$ cat src/verilog/ldo_pkg.sv
`default_nettype none
package ldo_pkg;
	localparam int ADDR_W = 12;

	// register indices inside each logical-device bank
	localparam logic [7:0] IDX_MODE   = 8'hf0;
	localparam logic [7:0] IDX_OPTION = 8'hf1;
	localparam logic [7:0] IDX_TYPES  = 8'hf2;
	localparam logic [7:0] IDX_ZERO   = 8'hf3;
	localparam logic [7:0] IDX_DRV0   = 8'hf4;
	localparam logic [7:0] IDX_DRV1   = 8'hf5;

	// bank selects, paddr[11:10]; byte address = bank base + 4 * index
	localparam logic [1:0] BANK_FLOPPY = 2'h0;
	localparam logic [1:0] BANK_PRINT  = 2'h1;
	localparam logic [1:0] BANK_SERIAL = 2'h2;

	// reset values
	localparam logic [7:0] FMODE_RST   = 8'h0e;
	localparam logic [7:0] FOPT_RST    = 8'h00;
	localparam logic [7:0] FTYPES_RST  = 8'hff;
	localparam logic [7:0] DRV_RST     = 8'h00;
	localparam logic [7:0] PPMODE_RST  = 8'h3c;
	localparam logic [7:0] PPSHARE_RST = 8'h00;
	localparam logic [7:0] SMODE_RST   = 8'h00;

	// writable bit masks; other bits read as zero
	localparam logic [7:0] FMODE_MASK   = 8'hcf;
	localparam logic [7:0] FOPT_MASK    = 8'hff;
	localparam logic [7:0] FTYPES_MASK  = 8'hff;
	localparam logic [7:0] DRV_MASK     = 8'h5b;
	localparam logic [7:0] PPMODE_MASK  = 8'hff;
	localparam logic [7:0] PPSHARE_MASK = 8'h03;
	localparam logic [7:0] SMODE_MASK   = 8'h83;

	// field positions
	localparam int FM_ENH      = 0;
	localparam int FM_NOBURST  = 1;
	localparam int FM_IF_LO    = 2;
	localparam int DRV_PRECOMP = 6;
	localparam int PP_ITYPE    = 7;
	localparam int SM_MIDI     = 0;
	localparam int SM_HISPEED  = 1;
	localparam int SM_SHARE    = 7;

	// printer port modes
	localparam logic [2:0] PPM_PRINTER = 3'h4;
	localparam logic [2:0] PPM_SPP     = 3'h0;
	localparam logic [2:0] PPM_EPP19   = 3'h1;
	localparam logic [2:0] PPM_EPP17   = 3'h5;
	// ecp sub-modes that still behave like a plain port
	localparam logic [2:0] ECR_PRINTER = 3'h0;
	localparam logic [2:0] ECR_SPP     = 3'h1;
	localparam logic [2:0] ECR_EPP     = 3'h4;

	// pin sharing codes
	localparam logic [1:0] SHARE_SPLIT = 2'h1;
	localparam logic [1:0] SHARE_BOTH  = 2'h2;

	// pulsed interrupt width
	localparam int CLK_MHZ      = 250;
	localparam int IRQ_PULSE_NS = 16;
	localparam int IRQ_PULSE_CYC = (IRQ_PULSE_NS * CLK_MHZ + 999) / 1000;

	typedef enum logic [3:0] {
		LDO_R_NONE, LDO_R_FMODE, LDO_R_FOPT, LDO_R_FTYPES, LDO_R_FZERO,
		LDO_R_DRV0, LDO_R_DRV1, LDO_R_PPMODE, LDO_R_PPSHARE, LDO_R_SMODE
	} ldo_reg_t;
endpackage
`default_nettype wire

$ cat src/verilog/ldo_option_regs.sv
// Function
// - defaults load on power-on or hard reset only
// - floppy mode bit0 selects enhanced mode two
// - floppy mode bit1 selects non-burst DMA
// - floppy mode bits3:2 select interface personality
// - drive types: A 1:0, B 3:2, default ones
// - index f3 reads zero, ignores writes
// - drive0 setup: type 1:0, rate 4:3
// - setup bit6 disables precompensation for drive
// - drive1 setup mirrors drive0 layout
// - printer mode bits2:0 select port mode
// - printer mode bits6:3 hold fifo threshold
// - type bit set: pulsed low then released
// - type bit clear: follow ack or level
// - type bit ignored in printer, spp modes
// - pin share bits1:0 route drives to pins
// - serial mode bit0 enables midi
// - serial mode bit1 enables high speed
// - serial mode bit7 shares one interrupt
// - share set: both lines assert together
//
// The APB interface to the registers was left to the implementer.
`default_nettype none
module ldo_option_regs
	import ldo_pkg::*;
#(
	parameter int PULSE_CYC = IRQ_PULSE_CYC
) (
	input  wire logic              pclk,          // 250 MHz bus clock
	input  wire logic              presetn,       // power-on reset
	input  wire logic              hard_reset,    // synchronous hard reset
	input  wire logic              psel,          // apb select
	input  wire logic              penable,       // apb access phase
	input  wire logic              pwrite,        // apb direction
	input  wire logic [ADDR_W-1:0] paddr,         // apb byte address
	input  wire logic [31:0]       pwdata,        // apb write data
	output logic      [31:0]       prdata,        // apb read data
	output logic                   pready,        // apb ready
	output logic                   pslverr,       // unmapped address
	output logic                   enhanced_floppy_mode_two, // floppy mode
	output logic                   floppy_nonburst_dma,      // dma mode
	output logic      [1:0]        floppy_if_mode,           // personality
	output logic      [7:0]        floppy_option,            // option bits
	output logic      [1:0]        drive_a_type,             // drive A type
	output logic      [1:0]        drive_b_type,             // drive B type
	output logic      [3:0]        drive_type_spare,         // storage bits
	output logic      [1:0]        drive_kind_select0,       // drive 0 type
	output logic      [1:0]        rate_table_select0,       // drive 0 rates
	output logic      [1:0]        drive_kind_select1,       // drive 1 type
	output logic      [1:0]        rate_table_select1,       // drive 1 rates
	output logic      [1:0]        precomp_off,              // per drive
	output logic      [2:0]        pp_mode,                  // port mode
	output logic      [3:0]        pp_fifo_threshold,        // ecp threshold
	output logic                   split_drive_pins,         // drive 1 on port
	output logic                   both_drives_on_port_pins, // both on port
	output logic                   midi_enable,              // midi support
	output logic                   uart_high_speed,          // high speed
	input  wire logic              pp_ack_n,      // printer acknowledge
	input  wire logic              pp_ecp_irq,    // ecp level request
	input  wire logic [2:0]        pp_ecr_mode,   // ecp sub-mode
	output logic                   pp_irq,        // port irq level
	output logic                   pp_irq_oe,     // port irq drive enable
	input  wire logic              uart_irq_in,   // uart request
	input  wire logic              midi_irq_in,   // midi request
	output logic                   uart_irq,      // uart irq line
	output logic                   midi_irq       // midi irq line
);

	typedef struct packed {
		logic [7:0]  fmode;
		logic [7:0]  fopt;
		logic [7:0]  ftypes;
		logic [7:0]  drv0;
		logic [7:0]  drv1;
		logic [7:0]  ppmode;
		logic [7:0]  ppshare;
		logic [7:0]  smode;
		logic [31:0] rdata;
		logic        ready;
		logic        err;
		logic        ack_q;
		logic [7:0]  pulse;
		logic        irq;
		logic        irq_oe;
		logic        uirq;
		logic        mirq;
		logic        split;
		logic        both;
	} ldo_state_t;

	ldo_state_t st;
	ldo_state_t next_st;

	function automatic ldo_reg_t reg_sel(input logic [ADDR_W-1:0] a);
		logic [7:0] idx;
		idx = a[9:2];
		reg_sel = LDO_R_NONE;
		if (a[1:0] != 2'h0) begin
			reg_sel = LDO_R_NONE;
		end else if (a[11:10] == BANK_FLOPPY && idx == IDX_MODE) begin
			reg_sel = LDO_R_FMODE;
		end else if (a[11:10] == BANK_FLOPPY && idx == IDX_OPTION) begin
			reg_sel = LDO_R_FOPT;
		end else if (a[11:10] == BANK_FLOPPY && idx == IDX_TYPES) begin
			reg_sel = LDO_R_FTYPES;
		end else if (a[11:10] == BANK_FLOPPY && idx == IDX_ZERO) begin
			reg_sel = LDO_R_FZERO;
		end else if (a[11:10] == BANK_FLOPPY && idx == IDX_DRV0) begin
			reg_sel = LDO_R_DRV0;
		end else if (a[11:10] == BANK_FLOPPY && idx == IDX_DRV1) begin
			reg_sel = LDO_R_DRV1;
		end else if (a[11:10] == BANK_PRINT && idx == IDX_MODE) begin
			reg_sel = LDO_R_PPMODE;
		end else if (a[11:10] == BANK_PRINT && idx == IDX_OPTION) begin
			reg_sel = LDO_R_PPSHARE;
		end else if (a[11:10] == BANK_SERIAL && idx == IDX_MODE) begin
			reg_sel = LDO_R_SMODE;
		end
	endfunction

	ldo_reg_t sel;
	logic     wr_go;
	logic     setup;
	logic     ack_fall;
	logic     ecp_family;
	logic     follow_ack;
	logic     midi_req;
	logic     any_req;
	logic [7:0] rd;

	always_comb begin
		sel = reg_sel(paddr);
		setup = psel && !penable;
		// a write lands only on the edge that completes the access phase
		wr_go = psel && penable && st.ready && pwrite;
		ack_fall = st.ack_q && !pp_ack_n;
		ecp_family = pp_mode[1];
		midi_req = midi_irq_in && midi_enable;
		any_req = uart_irq_in || midi_req;

		// read mux, masks keep reserved bits at zero
		rd = 8'h00;
		case (sel)
			LDO_R_FMODE:   rd = st.fmode;
			LDO_R_FOPT:    rd = st.fopt;
			LDO_R_FTYPES:  rd = st.ftypes;
			LDO_R_FZERO:   rd = 8'h00;
			LDO_R_DRV0:    rd = st.drv0 & DRV_MASK;
			LDO_R_DRV1:    rd = st.drv1 & DRV_MASK;
			LDO_R_PPMODE:  rd = st.ppmode;
			LDO_R_PPSHARE: rd = st.ppshare;
			LDO_R_SMODE:   rd = st.smode;
			default:       rd = 8'h00;
		endcase

		next_st = st;
		next_st.ack_q = pp_ack_n;

		// no wait state: ready rises the cycle after setup, the first access cycle
		next_st.ready = setup;
		if (setup) begin
			next_st.rdata = {24'h000000, rd};
			next_st.err = (sel == LDO_R_NONE);
		end else if (st.ready) begin
			next_st.err = 1'b0;
		end

		if (wr_go) begin
			case (sel)
				LDO_R_FMODE:   next_st.fmode = pwdata[7:0] & FMODE_MASK;
				LDO_R_FOPT:    next_st.fopt = pwdata[7:0] & FOPT_MASK;
				LDO_R_FTYPES:  next_st.ftypes = pwdata[7:0] & FTYPES_MASK;
				LDO_R_DRV0:    next_st.drv0 = pwdata[7:0] & DRV_MASK;
				LDO_R_DRV1:    next_st.drv1 = pwdata[7:0] & DRV_MASK;
				LDO_R_PPMODE:  next_st.ppmode = pwdata[7:0] & PPMODE_MASK;
				LDO_R_PPSHARE: next_st.ppshare = pwdata[7:0] & PPSHARE_MASK;
				LDO_R_SMODE:   next_st.smode = pwdata[7:0] & SMODE_MASK;
				default:       next_st.fmode = st.fmode;
			endcase
		end

		// printer port interrupt shaping
		follow_ack = 1'b0;
		if (pp_mode == PPM_PRINTER || pp_mode == PPM_SPP) begin
			follow_ack = 1'b1;
		end else if (!ecp_family) begin
			follow_ack = 1'b1;
		end else if (pp_ecr_mode == ECR_PRINTER || pp_ecr_mode == ECR_SPP || pp_ecr_mode == ECR_EPP) begin
			follow_ack = 1'b1;
		end

		if (next_st.pulse != 8'h00) begin
			next_st.pulse = st.pulse - 8'h01;
		end
		if (!follow_ack || pp_mode == PPM_EPP19 || pp_mode == PPM_EPP17 || ecp_family) begin
			if (st.ppmode[PP_ITYPE] && pp_mode != PPM_PRINTER && pp_mode != PPM_SPP) begin
				// pulsed mode: drive low briefly on the ack edge, then let go
				if (ack_fall) begin
					next_st.pulse = 8'(PULSE_CYC);
				end
			end
		end
		if (st.ppmode[PP_ITYPE] && pp_mode != PPM_PRINTER && pp_mode != PPM_SPP) begin
			next_st.irq = 1'b0;
			next_st.irq_oe = (next_st.pulse != 8'h00);
		end else if (follow_ack) begin
			next_st.irq = pp_ack_n;
			next_st.irq_oe = 1'b1;
		end else begin
			next_st.irq = pp_ecp_irq;
			next_st.irq_oe = 1'b1;
		end
		if (!(st.ppmode[PP_ITYPE] && pp_mode != PPM_PRINTER && pp_mode != PPM_SPP)) begin
			next_st.pulse = 8'h00;
		end

		// shared interrupt drives both lines, even if two lines were assigned
		if (st.smode[SM_SHARE]) begin
			next_st.uirq = any_req;
			next_st.mirq = any_req;
		end else begin
			next_st.uirq = uart_irq_in;
			next_st.mirq = midi_req;
		end

		// hard reset reloads the bank; apart from power-on reset, nothing else does
		if (hard_reset) begin
			next_st.fmode = FMODE_RST;
			next_st.fopt = FOPT_RST;
			next_st.ftypes = FTYPES_RST;
			next_st.drv0 = DRV_RST;
			next_st.drv1 = DRV_RST;
			next_st.ppmode = PPMODE_RST;
			next_st.ppshare = PPSHARE_RST;
			next_st.smode = SMODE_RST;
		end

		// decoded ahead of the flop so the pin-share outputs come straight from a register
		next_st.split = (next_st.ppshare[1:0] == SHARE_SPLIT);
		next_st.both = (next_st.ppshare[1:0] == SHARE_BOTH);
	end

	always_ff @(posedge pclk or negedge presetn) begin
		if (!presetn) begin
			st <= '0;
			st.fmode <= FMODE_RST;
			st.fopt <= FOPT_RST;
			st.ftypes <= FTYPES_RST;
			st.drv0 <= DRV_RST;
			st.drv1 <= DRV_RST;
			st.ppmode <= PPMODE_RST;
			st.ppshare <= PPSHARE_RST;
			st.smode <= SMODE_RST;
			st.ack_q <= 1'b1;
		end else begin
			st <= next_st;
		end
	end

	assign prdata = st.rdata;
	assign pready = st.ready;
	assign pslverr = st.err;
	assign enhanced_floppy_mode_two = st.fmode[FM_ENH];
	assign floppy_nonburst_dma = st.fmode[FM_NOBURST];
	assign floppy_if_mode = st.fmode[FM_IF_LO+1:FM_IF_LO];
	assign floppy_option = st.fopt;
	assign drive_a_type = st.ftypes[1:0];
	assign drive_b_type = st.ftypes[3:2];
	assign drive_type_spare = st.ftypes[7:4];
	assign drive_kind_select0 = st.drv0[1:0];
	assign rate_table_select0 = st.drv0[4:3];
	assign drive_kind_select1 = st.drv1[1:0];
	assign rate_table_select1 = st.drv1[4:3];
	assign precomp_off = {st.drv1[DRV_PRECOMP], st.drv0[DRV_PRECOMP]};
	assign pp_mode = st.ppmode[2:0];
	assign pp_fifo_threshold = st.ppmode[6:3];
	// code 11 is reserved and behaves as normal operation
	assign split_drive_pins = st.split;
	assign both_drives_on_port_pins = st.both;
	assign midi_enable = st.smode[SM_MIDI];
	assign uart_high_speed = st.smode[SM_HISPEED];
	assign pp_irq = st.irq;
	assign pp_irq_oe = st.irq_oe;
	assign uart_irq = st.uirq;
	assign midi_irq = st.mirq;

	// checks
	AST_HARD_RESET: assert property (@(posedge pclk) disable iff (!presetn)
		hard_reset |=> (st.fmode == FMODE_RST && st.ppmode == PPMODE_RST && st.ftypes == FTYPES_RST))
		else $error("hard reset did not reload defaults");
	AST_FMODE_WRITE: assert property (@(posedge pclk) disable iff (!presetn)
		(wr_go && sel == LDO_R_FMODE && !hard_reset) |=>
		(enhanced_floppy_mode_two == $past(pwdata[0]) && floppy_if_mode == $past(pwdata[3:2])))
		else $error("floppy mode write not reflected");
	AST_DMA_MODE: assert property (@(posedge pclk) disable iff (!presetn)
		(wr_go && sel == LDO_R_FMODE && !hard_reset) |=> floppy_nonburst_dma == $past(pwdata[1]))
		else $error("dma mode bit wrong");
	AST_TYPES: assert property (@(posedge pclk) disable iff (!presetn)
		(wr_go && sel == LDO_R_FTYPES && !hard_reset) |=> drive_b_type == $past(pwdata[3:2]))
		else $error("drive B type not stored");
	AST_ZERO_READ: assert property (@(posedge pclk) disable iff (!presetn)
		(setup && sel == LDO_R_FZERO) |=> (pready && prdata == 32'h00000000))
		else $error("index f3 not zero");
	AST_DRV_RO: assert property (@(posedge pclk) disable iff (!presetn)
		(setup && (sel == LDO_R_DRV0 || sel == LDO_R_DRV1)) |=>
		(prdata[7] == 1'b0 && prdata[5] == 1'b0 && prdata[2] == 1'b0))
		else $error("drive setup read-only bits set");
	AST_PRECOMP: assert property (@(posedge pclk) disable iff (!presetn)
		(wr_go && sel == LDO_R_DRV1 && !hard_reset) |=> precomp_off[1] == $past(pwdata[6]))
		else $error("drive 1 precompensation bit wrong");
	AST_PP_PULSE: assert property (@(posedge pclk) disable iff (!presetn)
		(ack_fall && st.ppmode[PP_ITYPE] && pp_mode != PPM_PRINTER && pp_mode != PPM_SPP && !hard_reset && !wr_go)
		|=> (pp_irq_oe && !pp_irq))
		else $error("pulsed interrupt not driven low");
	AST_PP_PRINTER: assert property (@(posedge pclk) disable iff (!presetn)
		(presetn && pp_mode == PPM_PRINTER) |=> (pp_irq_oe && pp_irq == $past(pp_ack_n)))
		else $error("printer mode interrupt must follow ack");
	AST_SHARE: assert property (@(posedge pclk) disable iff (!presetn)
		(st.smode[SM_SHARE] && (uart_irq_in || midi_req)) |=> (uart_irq && midi_irq))
		else $error("shared interrupt not on both lines");
	AST_PIN_SHARE_READ: assert property (@(posedge pclk) disable iff (!presetn)
		(setup && sel == LDO_R_PPSHARE) |=> prdata[7:2] == 6'h00)
		else $error("reserved share bits not zero");
	AST_SERIAL: assert property (@(posedge pclk) disable iff (!presetn)
		(wr_go && sel == LDO_R_SMODE && !hard_reset) |=>
		(uart_high_speed == $past(pwdata[1]) && midi_enable == $past(pwdata[0])))
		else $error("serial mode write not reflected");
	AST_PP_MODE: assert property (@(posedge pclk) disable iff (!presetn)
		(wr_go && sel == LDO_R_PPMODE && !hard_reset) |=> pp_mode == $past(pwdata[2:0]))
		else $error("printer port mode not stored");
	AST_FIFO_THRESH: assert property (@(posedge pclk) disable iff (!presetn)
		(wr_go && sel == LDO_R_PPMODE && !hard_reset) |=> pp_fifo_threshold == $past(pwdata[6:3]))
		else $error("fifo threshold not stored");
	AST_PULSE_RELEASE: assert property (@(posedge pclk) disable iff (!presetn)
		(st.ppmode[PP_ITYPE] && pp_mode != PPM_PRINTER && pp_mode != PPM_SPP && st.pulse == 8'h01 && !ack_fall)
		|=> !pp_irq_oe)
		else $error("pulsed interrupt not released");
	AST_EPP_ACK: assert property (@(posedge pclk) disable iff (!presetn)
		(!st.ppmode[PP_ITYPE] && (pp_mode == PPM_EPP19 || pp_mode == PPM_EPP17))
		|=> (pp_irq_oe && pp_irq == $past(pp_ack_n)))
		else $error("epp interrupt must follow ack");
	AST_ECP_LEVEL: assert property (@(posedge pclk) disable iff (!presetn)
		(!st.ppmode[PP_ITYPE] && pp_mode[1] &&
		pp_ecr_mode != ECR_PRINTER && pp_ecr_mode != ECR_SPP && pp_ecr_mode != ECR_EPP)
		|=> (pp_irq_oe && pp_irq == $past(pp_ecp_irq)))
		else $error("ecp level interrupt wrong");
	AST_SPP_ACK: assert property (@(posedge pclk) disable iff (!presetn)
		(pp_mode == PPM_SPP) |=> (pp_irq_oe && pp_irq == $past(pp_ack_n)))
		else $error("spp mode interrupt must follow ack");
	AST_SHARE_PINS: assert property (@(posedge pclk) disable iff (!presetn)
		(wr_go && sel == LDO_R_PPSHARE && !hard_reset) |=>
		(split_drive_pins == ($past(pwdata[1:0]) == SHARE_SPLIT) &&
		both_drives_on_port_pins == ($past(pwdata[1:0]) == SHARE_BOTH)))
		else $error("pin share decode wrong");
	AST_MIDI_GATE: assert property (@(posedge pclk) disable iff (!presetn)
		(!st.smode[SM_SHARE] && !midi_enable) |=> !midi_irq)
		else $error("midi interrupt while midi disabled");
	AST_SPLIT_IRQ: assert property (@(posedge pclk) disable iff (!presetn)
		(presetn && !st.smode[SM_SHARE]) |=> uart_irq == $past(uart_irq_in))
		else $error("separate uart interrupt wrong");
	AST_UNMAPPED: assert property (@(posedge pclk) disable iff (!presetn)
		(setup && sel == LDO_R_NONE) |=> (pready && pslverr && prdata == 32'h00000000))
		else $error("unmapped access not refused");
	AST_DRV0: assert property (@(posedge pclk) disable iff (!presetn)
		(wr_go && sel == LDO_R_DRV0 && !hard_reset) |=>
		(drive_kind_select0 == $past(pwdata[1:0]) && rate_table_select0 == $past(pwdata[4:3])))
		else $error("drive 0 setup fields not stored");
	AST_DRV1: assert property (@(posedge pclk) disable iff (!presetn)
		(wr_go && sel == LDO_R_DRV1 && !hard_reset) |=>
		(drive_kind_select1 == $past(pwdata[1:0]) && rate_table_select1 == $past(pwdata[4:3])))
		else $error("drive 1 setup fields not stored");
	AST_ZERO_WRITE: assert property (@(posedge pclk) disable iff (!presetn)
		(wr_go && sel == LDO_R_FZERO && !hard_reset) |=>
		(st.fmode == $past(st.fmode) && st.drv0 == $past(st.drv0)))
		else $error("write to index f3 changed a register");

endmodule
`default_nettype wire

$ cat config.mk
export PLATFORM = sky130hd
export DESIGN_NAME = ldo_option_regs
export DESIGN_NICKNAME = d
export VERILOG_FILES = /design/src/verilog/ldo_pkg.sv /design/src/verilog/ldo_option_regs.sv
export SDC_FILE = /design/constraint.sdc
export NUM_CORES = 1
export LEC_CHECK = 0
export BUFFER_PORTS_ARGS = -buffer_cell sky130_fd_sc_hd__buf_2
export CORE_MARGIN = 8
export CORE_UTILIZATION = 42
export CTS_CLUSTER_SIZE = 28
export DETAILED_ROUTE_END_ITERATION = 7
export PLACE_DENSITY = 0.68
export SLEW_MARGIN = 20
export SYNTH_ARGS = -nofsm -noshare
export SYNTH_HDL_FRONTEND = slang
export SYNTH_SLANG_ARGS = --single-unit
$ cat constraint.sdc
create_clock -name pclk -period 2.5 [get_ports pclk]
set_clock_uncertainty 0.05 [all_clocks]
set_input_delay 0.125 -clock pclk [delete_from_list [all_inputs] [get_ports pclk]]
set_output_delay 0.125 -clock pclk [all_outputs]
set_load 0.1 [all_outputs]
Word-level counts from Yosys, hierarchy flattened

Index checks and enable logic that the tools add are counted.

Flip-flop bits (word level): 87
Latch bits: 0
Bits in writable memories: 0
Memory bits (read-only): 0
Logic and storage cells: 132
Memories: 0

$add $sub $neg: 1
$mul: 0
Div/mod/pow operators: 0
$lt $le $gt $ge: 0
Eq/ne operators: 24
Shift operators: 0
Multiplexer cells: 34
Bitwise operators: 0
Reductions and logical operators: 53

Operators by type and width:

| operator              | number |
|---|---|
| $mux W64              | 2 |
| $mux W8               | 13 |
| $pmux W8 S8           | 1 |
| $eq A8 B8 Y1 const B  | 6 |
| $mux W4               | 10 |
| $reduce_bool A2 Y1    | 11 |
| $logic_and A1 B1 Y1   | 17 |
| $reduce_and A2 Y1     | 8 |
| $reduce_bool A8 Y1    | 2 |
| $eq A4 B3 Y1 const B  | 3 |
| $eq A3 B3 Y1 const B  | 3 |
| $eq A4 B2 Y1 const B  | 2 |
| $eq A4 B4 Y1 const B  | 2 |
| $sub A8 B1 Y8 const B | 1 |
| $logic_or A1 B1 Y1    | 7 |
| $eq A3 B1 Y1 const B  | 2 |
| $logic_not A3 Y1      | 2 |
| $mux W2               | 3 |
| $mux W1               | 5 |
| $eq A2 B1 Y1 const B  | 2 |
| $eq A2 B2 Y1 const B  | 2 |
| $eq A4 B1 Y1 const B  | 1 |
| $logic_not A4 Y1      | 1 |
| $logic_not A1 Y1      | 3 |
| 3 further kinds       | 3 |

Longest topological paths before layout

Gate-level depths: netlist of run 1.

Depth in word-level cells: 17
Gate-level depth with buffers: 8
Depth with buffers taken out: 7

Worst setup path after synthesis of run 1

No wires, ideal clock.

Path kind: register to register
Start: register st (netlist bit pready)
End: register st (netlist bit floppy_if_mode[0])
Data arrival time: 2.233 ns
Required time: 2.368 ns
Slack: 0.135 ns
Stages on the path, launching flop included: 7
Buffers on the path: 1
Path through: dfrtp_1 and4_1 clkbuf_1 nand3_1 a21oi_2 nor2b_1 a211o_1

Word-level cells in the longest chain between the ends: 4

Ends and longest elaborated chain:

| element                             | RTL line               | text |
|---|---|---|
| start: declaration                  | ldo_option_regs.sv:91  | `ldo_state_t st;` |
| start signal: assignment            | ldo_option_regs.sv:256 | `st <= next_st;` |
| $logic_and A1 B1 Y1 (2 in series)   | ldo_option_regs.sv:135 | `wr_go = psel && penable && st.ready && pwrite;` |
| $reduce_bool A2 Y1 (no source line) | n/a                    |  |
| $reduce_and A2 Y1 (no source line)  | n/a                    |  |

No other way between the ends.
A chain may end at the register's enable or synchronous reset.

Worst setup path after layout of run 1

Start: input port paddr[10]
End: register st (netlist bit drive_type_spare[2])

Word-level cells in the longest chain between the ends: 15

Ends and longest elaborated chain:

| element                               | RTL line               | text |
|---|---|---|
| start: declaration                    | ldo_option_regs.sv:35  | `input wire logic [ADDR_W-1:0] paddr,` |
| $eq A2 B2 Y1                          | ldo_option_regs.sv:116 | `end else if (a[11:10] == BANK_SERIAL && idx == IDX_MODE) begin` |
| $logic_and A1 B1 Y1                   | ldo_option_regs.sv:116 |  |
| $mux W4                               | ldo_option_regs.sv:116 |  |
| $mux W4                               | ldo_option_regs.sv:114 | `end else if (a[11:10] == BANK_PRINT && idx == IDX_OPTION) begin` |
| $mux W4                               | ldo_option_regs.sv:112 | `end else if (a[11:10] == BANK_PRINT && idx == IDX_MODE) begin` |
| $mux W4                               | ldo_option_regs.sv:110 | `end else if (a[11:10] == BANK_FLOPPY && idx == IDX_DRV1) begin` |
| $mux W4                               | ldo_option_regs.sv:108 | `end else if (a[11:10] == BANK_FLOPPY && idx == IDX_DRV0) begin` |
| $mux W4                               | ldo_option_regs.sv:106 | `end else if (a[11:10] == BANK_FLOPPY && idx == IDX_ZERO) begin` |
| $mux W4                               | ldo_option_regs.sv:104 | `end else if (a[11:10] == BANK_FLOPPY && idx == IDX_TYPES) begin` |
| $mux W4                               | ldo_option_regs.sv:102 | `end else if (a[11:10] == BANK_FLOPPY && idx == IDX_OPTION) begin` |
| $mux W4 *                             | ldo_option_regs.sv:100 | `end else if (a[11:10] == BANK_FLOPPY && idx == IDX_MODE) begin` |
| $mux W4 *                             | ldo_option_regs.sv:98  | `if (a[1:0] != 2'h0) begin` |
| $eq A4 B2 Y1 *                        | ldo_option_regs.sv:169 | `case (sel)` |
| $reduce_bool A2 Y1 (no source line) * | n/a                    |  |
| $reduce_and A2 Y1 (no source line) *  | n/a                    |  |

Every way passes the cells marked *; elsewhere a longest branch is shown, timed or not.

==> summary.md, run 1 <==
| Metric | Value |
|---|---|
| Outcome | `complete, no violations` |
| Commonest non-fill, non-tap cell in the layout | `buf_2` |
| Critical Path RT | `2.72 ns` |
| Vias after detailed routing | `3,352` |
| Std-Cell Rows | `36` |
| Largest net degree at the start of global routing | `48` |
| TritonCTS clock tree | `built` |
| Share of post-route cells with drive strength above 1 | `30.8%` |
| Crit path launch type | `input port` |
| Area growth from synthesis to layout | `13.0%` |
| Met2 wire length | `5130 um` |
| DIE HEIGHT | `116 um` |
| Dpl hpwl | `8400 um` |
| Worst setup startpoint | `paddr[10]` |
| Static Leak | `0.00214 uW` |
| Post-CTS Hold Buffers | `8` |
| Register area share after synthesis | `42.2%` |
| Worst path slowest cell | `or4b_1` |
| Global-route wire length before repair | `17,800 um` |
| Final ANT Viol Nets | `0` |
| Async set or reset register ratio after synthesis | `100%` |
| Clk slew on worst S/H paths | `0.08 ns` |
| Post-synth EDFFs | `0` |
| Post-route cell area | `4740 um2` |
| Post CTS Setup Buffer Count | `0` |
| Least-Margin Pin Slew | `0.862 ns` |
| Worst hold-check path type | `in2reg` |
| Vias per inst | `5.24` |
| Crit end category | `flop` |
| Cell taking the most area after synthesis | `dfrtp_1` |
| Worst rel slew slack | `42.6%` |
| Number of synthesized register bits | `70` |
| GRT Total Usage | `17.0%` |
| Hold Crit Depth | `2` |
| YS warnings | `0` |
| Unique masters post-synth | `63` |
| Synth Area per Inst | `9.49 um2` |
| Top Layer Used | `met4` |
| CTS buffer count | `9` |
| Antenna cell count | `0` |
| Data arrival, critical path | `2.20 ns` |
| Vias in the first global route | `3,405` |
| H-tree levels | `3` |
| Root Buffer | `clkbuf_8` |
| Largest cells by area after synthesis | `dfrtp_1, buf_4, dfstp_2` |
| CP Max Fanout | `16` |
| Cell Chain, Critical Path | `buf_2, or4b_1, o31ai_2, nand2_4, nor2_4, nor2b_1, a211o_1` |
| VDD IR max | `0.000269 V` |
| Crit path to | `drive_type_spare[2]` |
| Mapped Area | `4200 um2` |
| Wire length per cell | `17.7 um` |
| Antenna violations before repair | `0` |
| Most frequent cells in the layout | `buf_2, dfrtp_1, nand2_1, nor2_1, a21oi_1` |
| Fillers | `917` |
| Predominant post-synthesis flop cell | `dfrtp_1` |
| Grt total ovfl | `0` |
| Post-route setup TNS | `0 ns` |
| Die area | `13,400 um2` |
| Mapped Cells | `442` |
| Post-Route M1 WL | `5110 um` |
| DRT iter0 DRCs | `275` |
| Finish-stage setup viols | `0` |
| Post-synth top area share | `32.2%` |
| Final Slew Violations | `0` |
| Nets | `561` |
| Clk buf depth | `2` |
| Area of the multi-input gates | `1880 um2` |
| Min Tclk post-route | `1.97 ns` |
| DR pass1 iterations | `5` |
| PwrDens | `534 nW/um2` |
| IO buf count | `87` |
| Drt drc | `0` |
| Placed cell area | `4440 um2` |
| Core ar. | `9730 um2` |
| Hold Fails Final Rpt | `0` |
| Post-Route WL | `11,300 um` |
| Start of the worst register-to-register path | `pready` |
| Post-CTS resize count | `0` |
| WS Path Type | `in2reg` |
| RSZ-0062 raised after global routing | `no` |
| Final Cycle Share | `78.9%` |
| Initial core utilization | `43.1%` |
| Met3 WL | `931 um` |
| R2R setup slack | `0.60 ns` |
| CP peak stage delay | `0.69 ns` |
| F_max | `507 MHz` |
| Reg2Reg Depth | `5` |
| Critical R2R Capture | `precomp_off[0]` |
| Final core utilization | `48.8%` |
| Clock Latency Late Sink | `0.34 ns` |
| Max-Cap Viols | `0` |
| Clock net sink count | `70` |
| Die Wd | `116 um` |
| GPL Wtd Cong | `0.891` |
| Reg area | `1770 um2` |
| Ports | `136` |
==> sequential cells by signal (all words and copies together) (netlist names), 2 cells and up <==
| register | flops |
|---|---|
| pp_mode | 3 |
| rate_table_select1 | 2 |
| drive_kind_select1 | 2 |
| st | 15 |
| pp_fifo_threshold | 4 |
| rate_table_select0 | 2 |
| drive_b_type | 2 |
| drive_kind_select0 | 2 |
| floppy_if_mode | 2 |
| drive_type_spare | 4 |
| drive_a_type | 2 |
| floppy_option | 8 |
| prdata | 8 |
| precomp_off | 2 |
==> metrics by stage <==
stage | hold WS (ns) | std cells | power [uW] | worst slack (ns)
final | 0.0323 | 640 | 2530 | 0.528
after global routing | 0.0304 | 640 | 2630 | 0.425
after global placement | 0.185 | 616 | 1530 | 0.272
after floorplan | -0.221 | 465 | 1470 | 0.135
after CTS | 0.0209 | 640 | 2550 | 0.558
after detailed placement | 0.186 | 616 | 1530 | 0.186
==> how the worst min path moves through the flow <==
stage,to,startpoint
CTS,drive_type_spare[0],pwdata[4]
global placement,prdata[2],presetn
detailed placement,prdata[2],presetn
floorplan,both_drives_on_port_pins,presetn
finish,drive_type_spare[0],pwdata[4]
global route,floppy_option[4],pwdata[4]
==> Yosys cell counts, types with 4 or more instances <==
cell type / count
nor3_1: 11
buf_4: 68
dfstp_2: 16
xnor2_1: 4
o21ai_0: 10
buf_2: 7
nand2_1: 41
and3_1: 5
nand3_1: 13
nor2b_1: 11
a211o_1: 15
a21oi_1: 27
inv_1: 6
nor2_1: 40
clkbuf_1: 13
xor2_1: 4
dfrtp_1: 54
nand3b_1: 4
mux2i_1: 20
a22oi_1: 6
==> worst max-delay path, delay by kind of cell <==
| family | cells | cell delay [ns] |
|---|---|---|
| buffers and inverters | 1 | 0.20 |
| AND/OR/NAND/NOR | 4 | 1.35 |
| AO/OA/AOI/OAI | 2 | 0.52 |
==> power breakdown <==
part           internal (uW)  switching [uW]  leakage [uW]
combinational           61.3             317       0.00113
sequential              1140            3.99      0.000908
clock                    565             447      0.000106
total                   1770             768       0.00214
==> layer usage <==
layer | vias up | GRT usage (%)
li1 | 1587 | -
met1 | 1609 | 22.0
met2 | 145 | 26.5
met3 | 11 | 4.53
met4 | 0 | 6.66
met5 | - | 0
==> cell type report <==
class,count,area share (%)
flip-flops and latches,70,37.4
multi-input cells,300,39.7
clock inverters,7,2.06
clock buffers,9,2.61
repair buffers,115,14.3
well taps,133,3.51
inverters,6,0.475
==> cell families after synthesis <==
| logic type | synth area share (%) |
|---|---|
| and+or+nand+nor | 20.3 |
| buffers and inverters | 15.0 |
| AOI/OAI and AO/OA | 14.8 |
| DFF | 42.2 |
| muxes | 5.31 |
| xor gates and xnor gates | 1.67 |
| adders and majority gates | 0.596 |
| other | 0.0894 |
Note: power is estimated with default switching activity, not from simulation.
==> inputs of run 2 (changes only) <==
Settings changed: PLACE_DENSITY 0.68 to 0.71.
Clock period 2.5 ns to 1.7 ns, I/O delays scaled along.
==> run 2 against run 1 <==
Non-clock buffer count up 58. Hold slack worse by 0.0052 ns. Count of clock-buffer cells in the layout grew 3. Clock power up 30%. Sequential power increased by 47%. Combinational power up 72%. Wire length increased by 11%. Utilization grew 5.6 points. Global-route usage is 1.8 points higher. Power rose by 44%. Setup slack worse by 0.51 ns. Largest cell class unchanged.
==> summary.md, run 2 (synthesized netlist as in run 1, its figures left out) <==
| Metric | Value |
|---|---|
| DIE HEIGHT | `116 um` |
| Final core utilization | `54.3%` |
| Clock Latency Late Sink | `0.35 ns` |
| Worst path slowest cell | `or3_4` |
| Critical Path RT | `1.89 ns` |
| Crit path launch type | `input port` |
| Reg2Reg Depth | `5` |
| Area growth from synthesis to layout | `25.9%` |
| Post-Place Setup Slack | `-0.342 ns` |
| Drt drc | `0` |
| Worst hold-check path type | `in2reg` |
| Internal power | `2510 uW` |
| Comb power frac | `17.8%` |
| Switching Share | `31.1%` |
| GRT Total Usage | `18.9%` |
| Post-route setup TNS | `0 ns` |
| TritonCTS clock tree | `built` |
| CP peak stage delay | `0.36 ns` |
| Grt total ovfl | `0` |
| Largest net degree at the start of global routing | `71` |
| Std-Cell Rows | `36` |
| Ports | `136` |
| Crit end category | `flop` |
| Clk buf depth | `2` |
| Max-Cap Viols | `0` |
| Clock net sink count | `70` |
| WS Path Type | `in2reg` |
| Post-Route WL | `12,500 um` |
| CTS buffer count | `9` |
| DRT iter0 DRCs | `261` |
| Die Wd | `116 um` |
| Placed cell area | `4920 um2` |
| Global-route wire length before repair | `19,400 um` |
| Placed insts | `667` |
| Worst rel slew slack | `66.0%` |
| Outcome | `complete, no violations` |
| Clock share of power | `36.0%` |
| Hold Fails Final Rpt | `0` |
| Nets | `619` |
| Core ar. | `9730 um2` |
| F_max | `594 MHz` |
| Final Cycle Share | `99.1%` |
| VDD IR max | `0.000449 V` |
| Final ANT Viol Nets | `0` |
| Wire length per cell | `17.9 um` |
| Antenna violations before repair | `0` |
| Crit path top cell by count | `or3_4` |
| Vias per inst | `5.16` |
| Commonest non-fill, non-tap cell in the layout | `buf_2` |
| RSZ-0062 raised after global routing | `yes` |
| Dpl hpwl | `9560 um` |
| Finished Layout Cells | `698` |
| Min Tclk post-route | `1.68 ns` |
| Final Slew Violations | `0` |
| Largest register by flop count | `st` |
| Max reg flops | `15` |
| Antenna cell count | `0` |
| Data arrival, critical path | `1.87 ns` |
| IO buf count | `87` |
| Cell Chain, Critical Path | `buf_2, or3_4, or2_1, or3_4, nor4_4, buf_4, mux2i_1, nor2_1` |
| Net Sw Power | `1130 uW` |
| Finish-stage setup viols | `0` |
| Least-Margin Pin Slew | `0.504 ns` |
| Clk slew on worst S/H paths | `0.07 ns` |
| Reg power frac | `46.2%` |
| GPL Wtd Cong | `0.863` |
| Post-route cell area | `5280 um2` |
| Most frequent cells in the layout | `buf_2, buf_4, dfrtp_1, nor2_1, nand2_1` |
| DR pass1 iterations | `4` |
| H-tree levels | `3` |
| Vias in the first global route | `3,675` |
| CP Max Fanout | `5` |
| Initial core utilization | `43.1%` |
| Final worst setup slack | `0.0160 ns` |
| Static Leak | `0.00245 uW` |
| Hold Crit Depth | `3` |
| Share of post-route cells with drive strength above 1 | `38.9%` |
| R2R setup slack | `0.04 ns` |
| PwrDens | `690 nW/um2` |
| Root Buffer | `clkbuf_8` |
| Vias after detailed routing | `3,599` |
| Die area | `13,400 um2` |
## run 2: worst max-delay path: cells and delay by family
family | cells | cell delay (ns)
buffers and inverters | 2 | 0.31
multiplexers | 1 | 0.17
AND/OR/NAND/NOR | 5 | 1.30
## run 2: repair_timing
| action | CTS | global route |
|---|---|---|
| endpoints found under the setup margin | 0 | 26 |
| buffers inserted | 0 | 4 |
| hold buffers | 11 | 0 |
| endpoints found under the hold margin | 67 | 0 |
| resized for setup | 0 | 11 |
## run 2: power by group through the flow
stage	Combinational [uW]	Clock (uW)	Sequential, uW
floorplan	411	0	1760
global placement	618	0	1710
detailed placement	621	0	1710
CTS	641	1340	1680
global route	681	1400	1680
finish	649	1310	1680
## run 2: area by class of cell
cell class              count  area [um2]
inverters                   6        22.5
multi-input cells         300        1950
fillers                   931        4450
well taps                 133         166
repair buffers            173        1180
clock inverters             4        48.8
clock buffers              12         135
flip-flops and latches     70        1780
## run 2: final timing paths
path / end / start
worst max-delay path: st[58] / paddr[1]
worst min-delay path: st[72] / pwdata[7]
worst max register to register: pp_mode[2] / pready
worst min register to register: prdata[2] / prdata[2]
min in group asynchronous: pready / presetn
max in group asynchronous: floppy_nonburst_dma / presetn
## run 2: per-layer routing
layer	share of wire [%]	vias to the layer above	GRT usage [%]
met5	0	-	0
met4	1.5	0	6.31
met3	7.3	17	4.33
met2	47	118	29.2
met1	44	1769	25.3
li1	-	1695	-
## run 2: stage by stage
stage	hold WS (ns)	total power, uW
floorplan	-0.261	2170
global route	0.0308	3770
finish	0.0271	3640
detailed placement	0.0883	2330
global placement	0.0882	2330
CTS	0.0155	3660
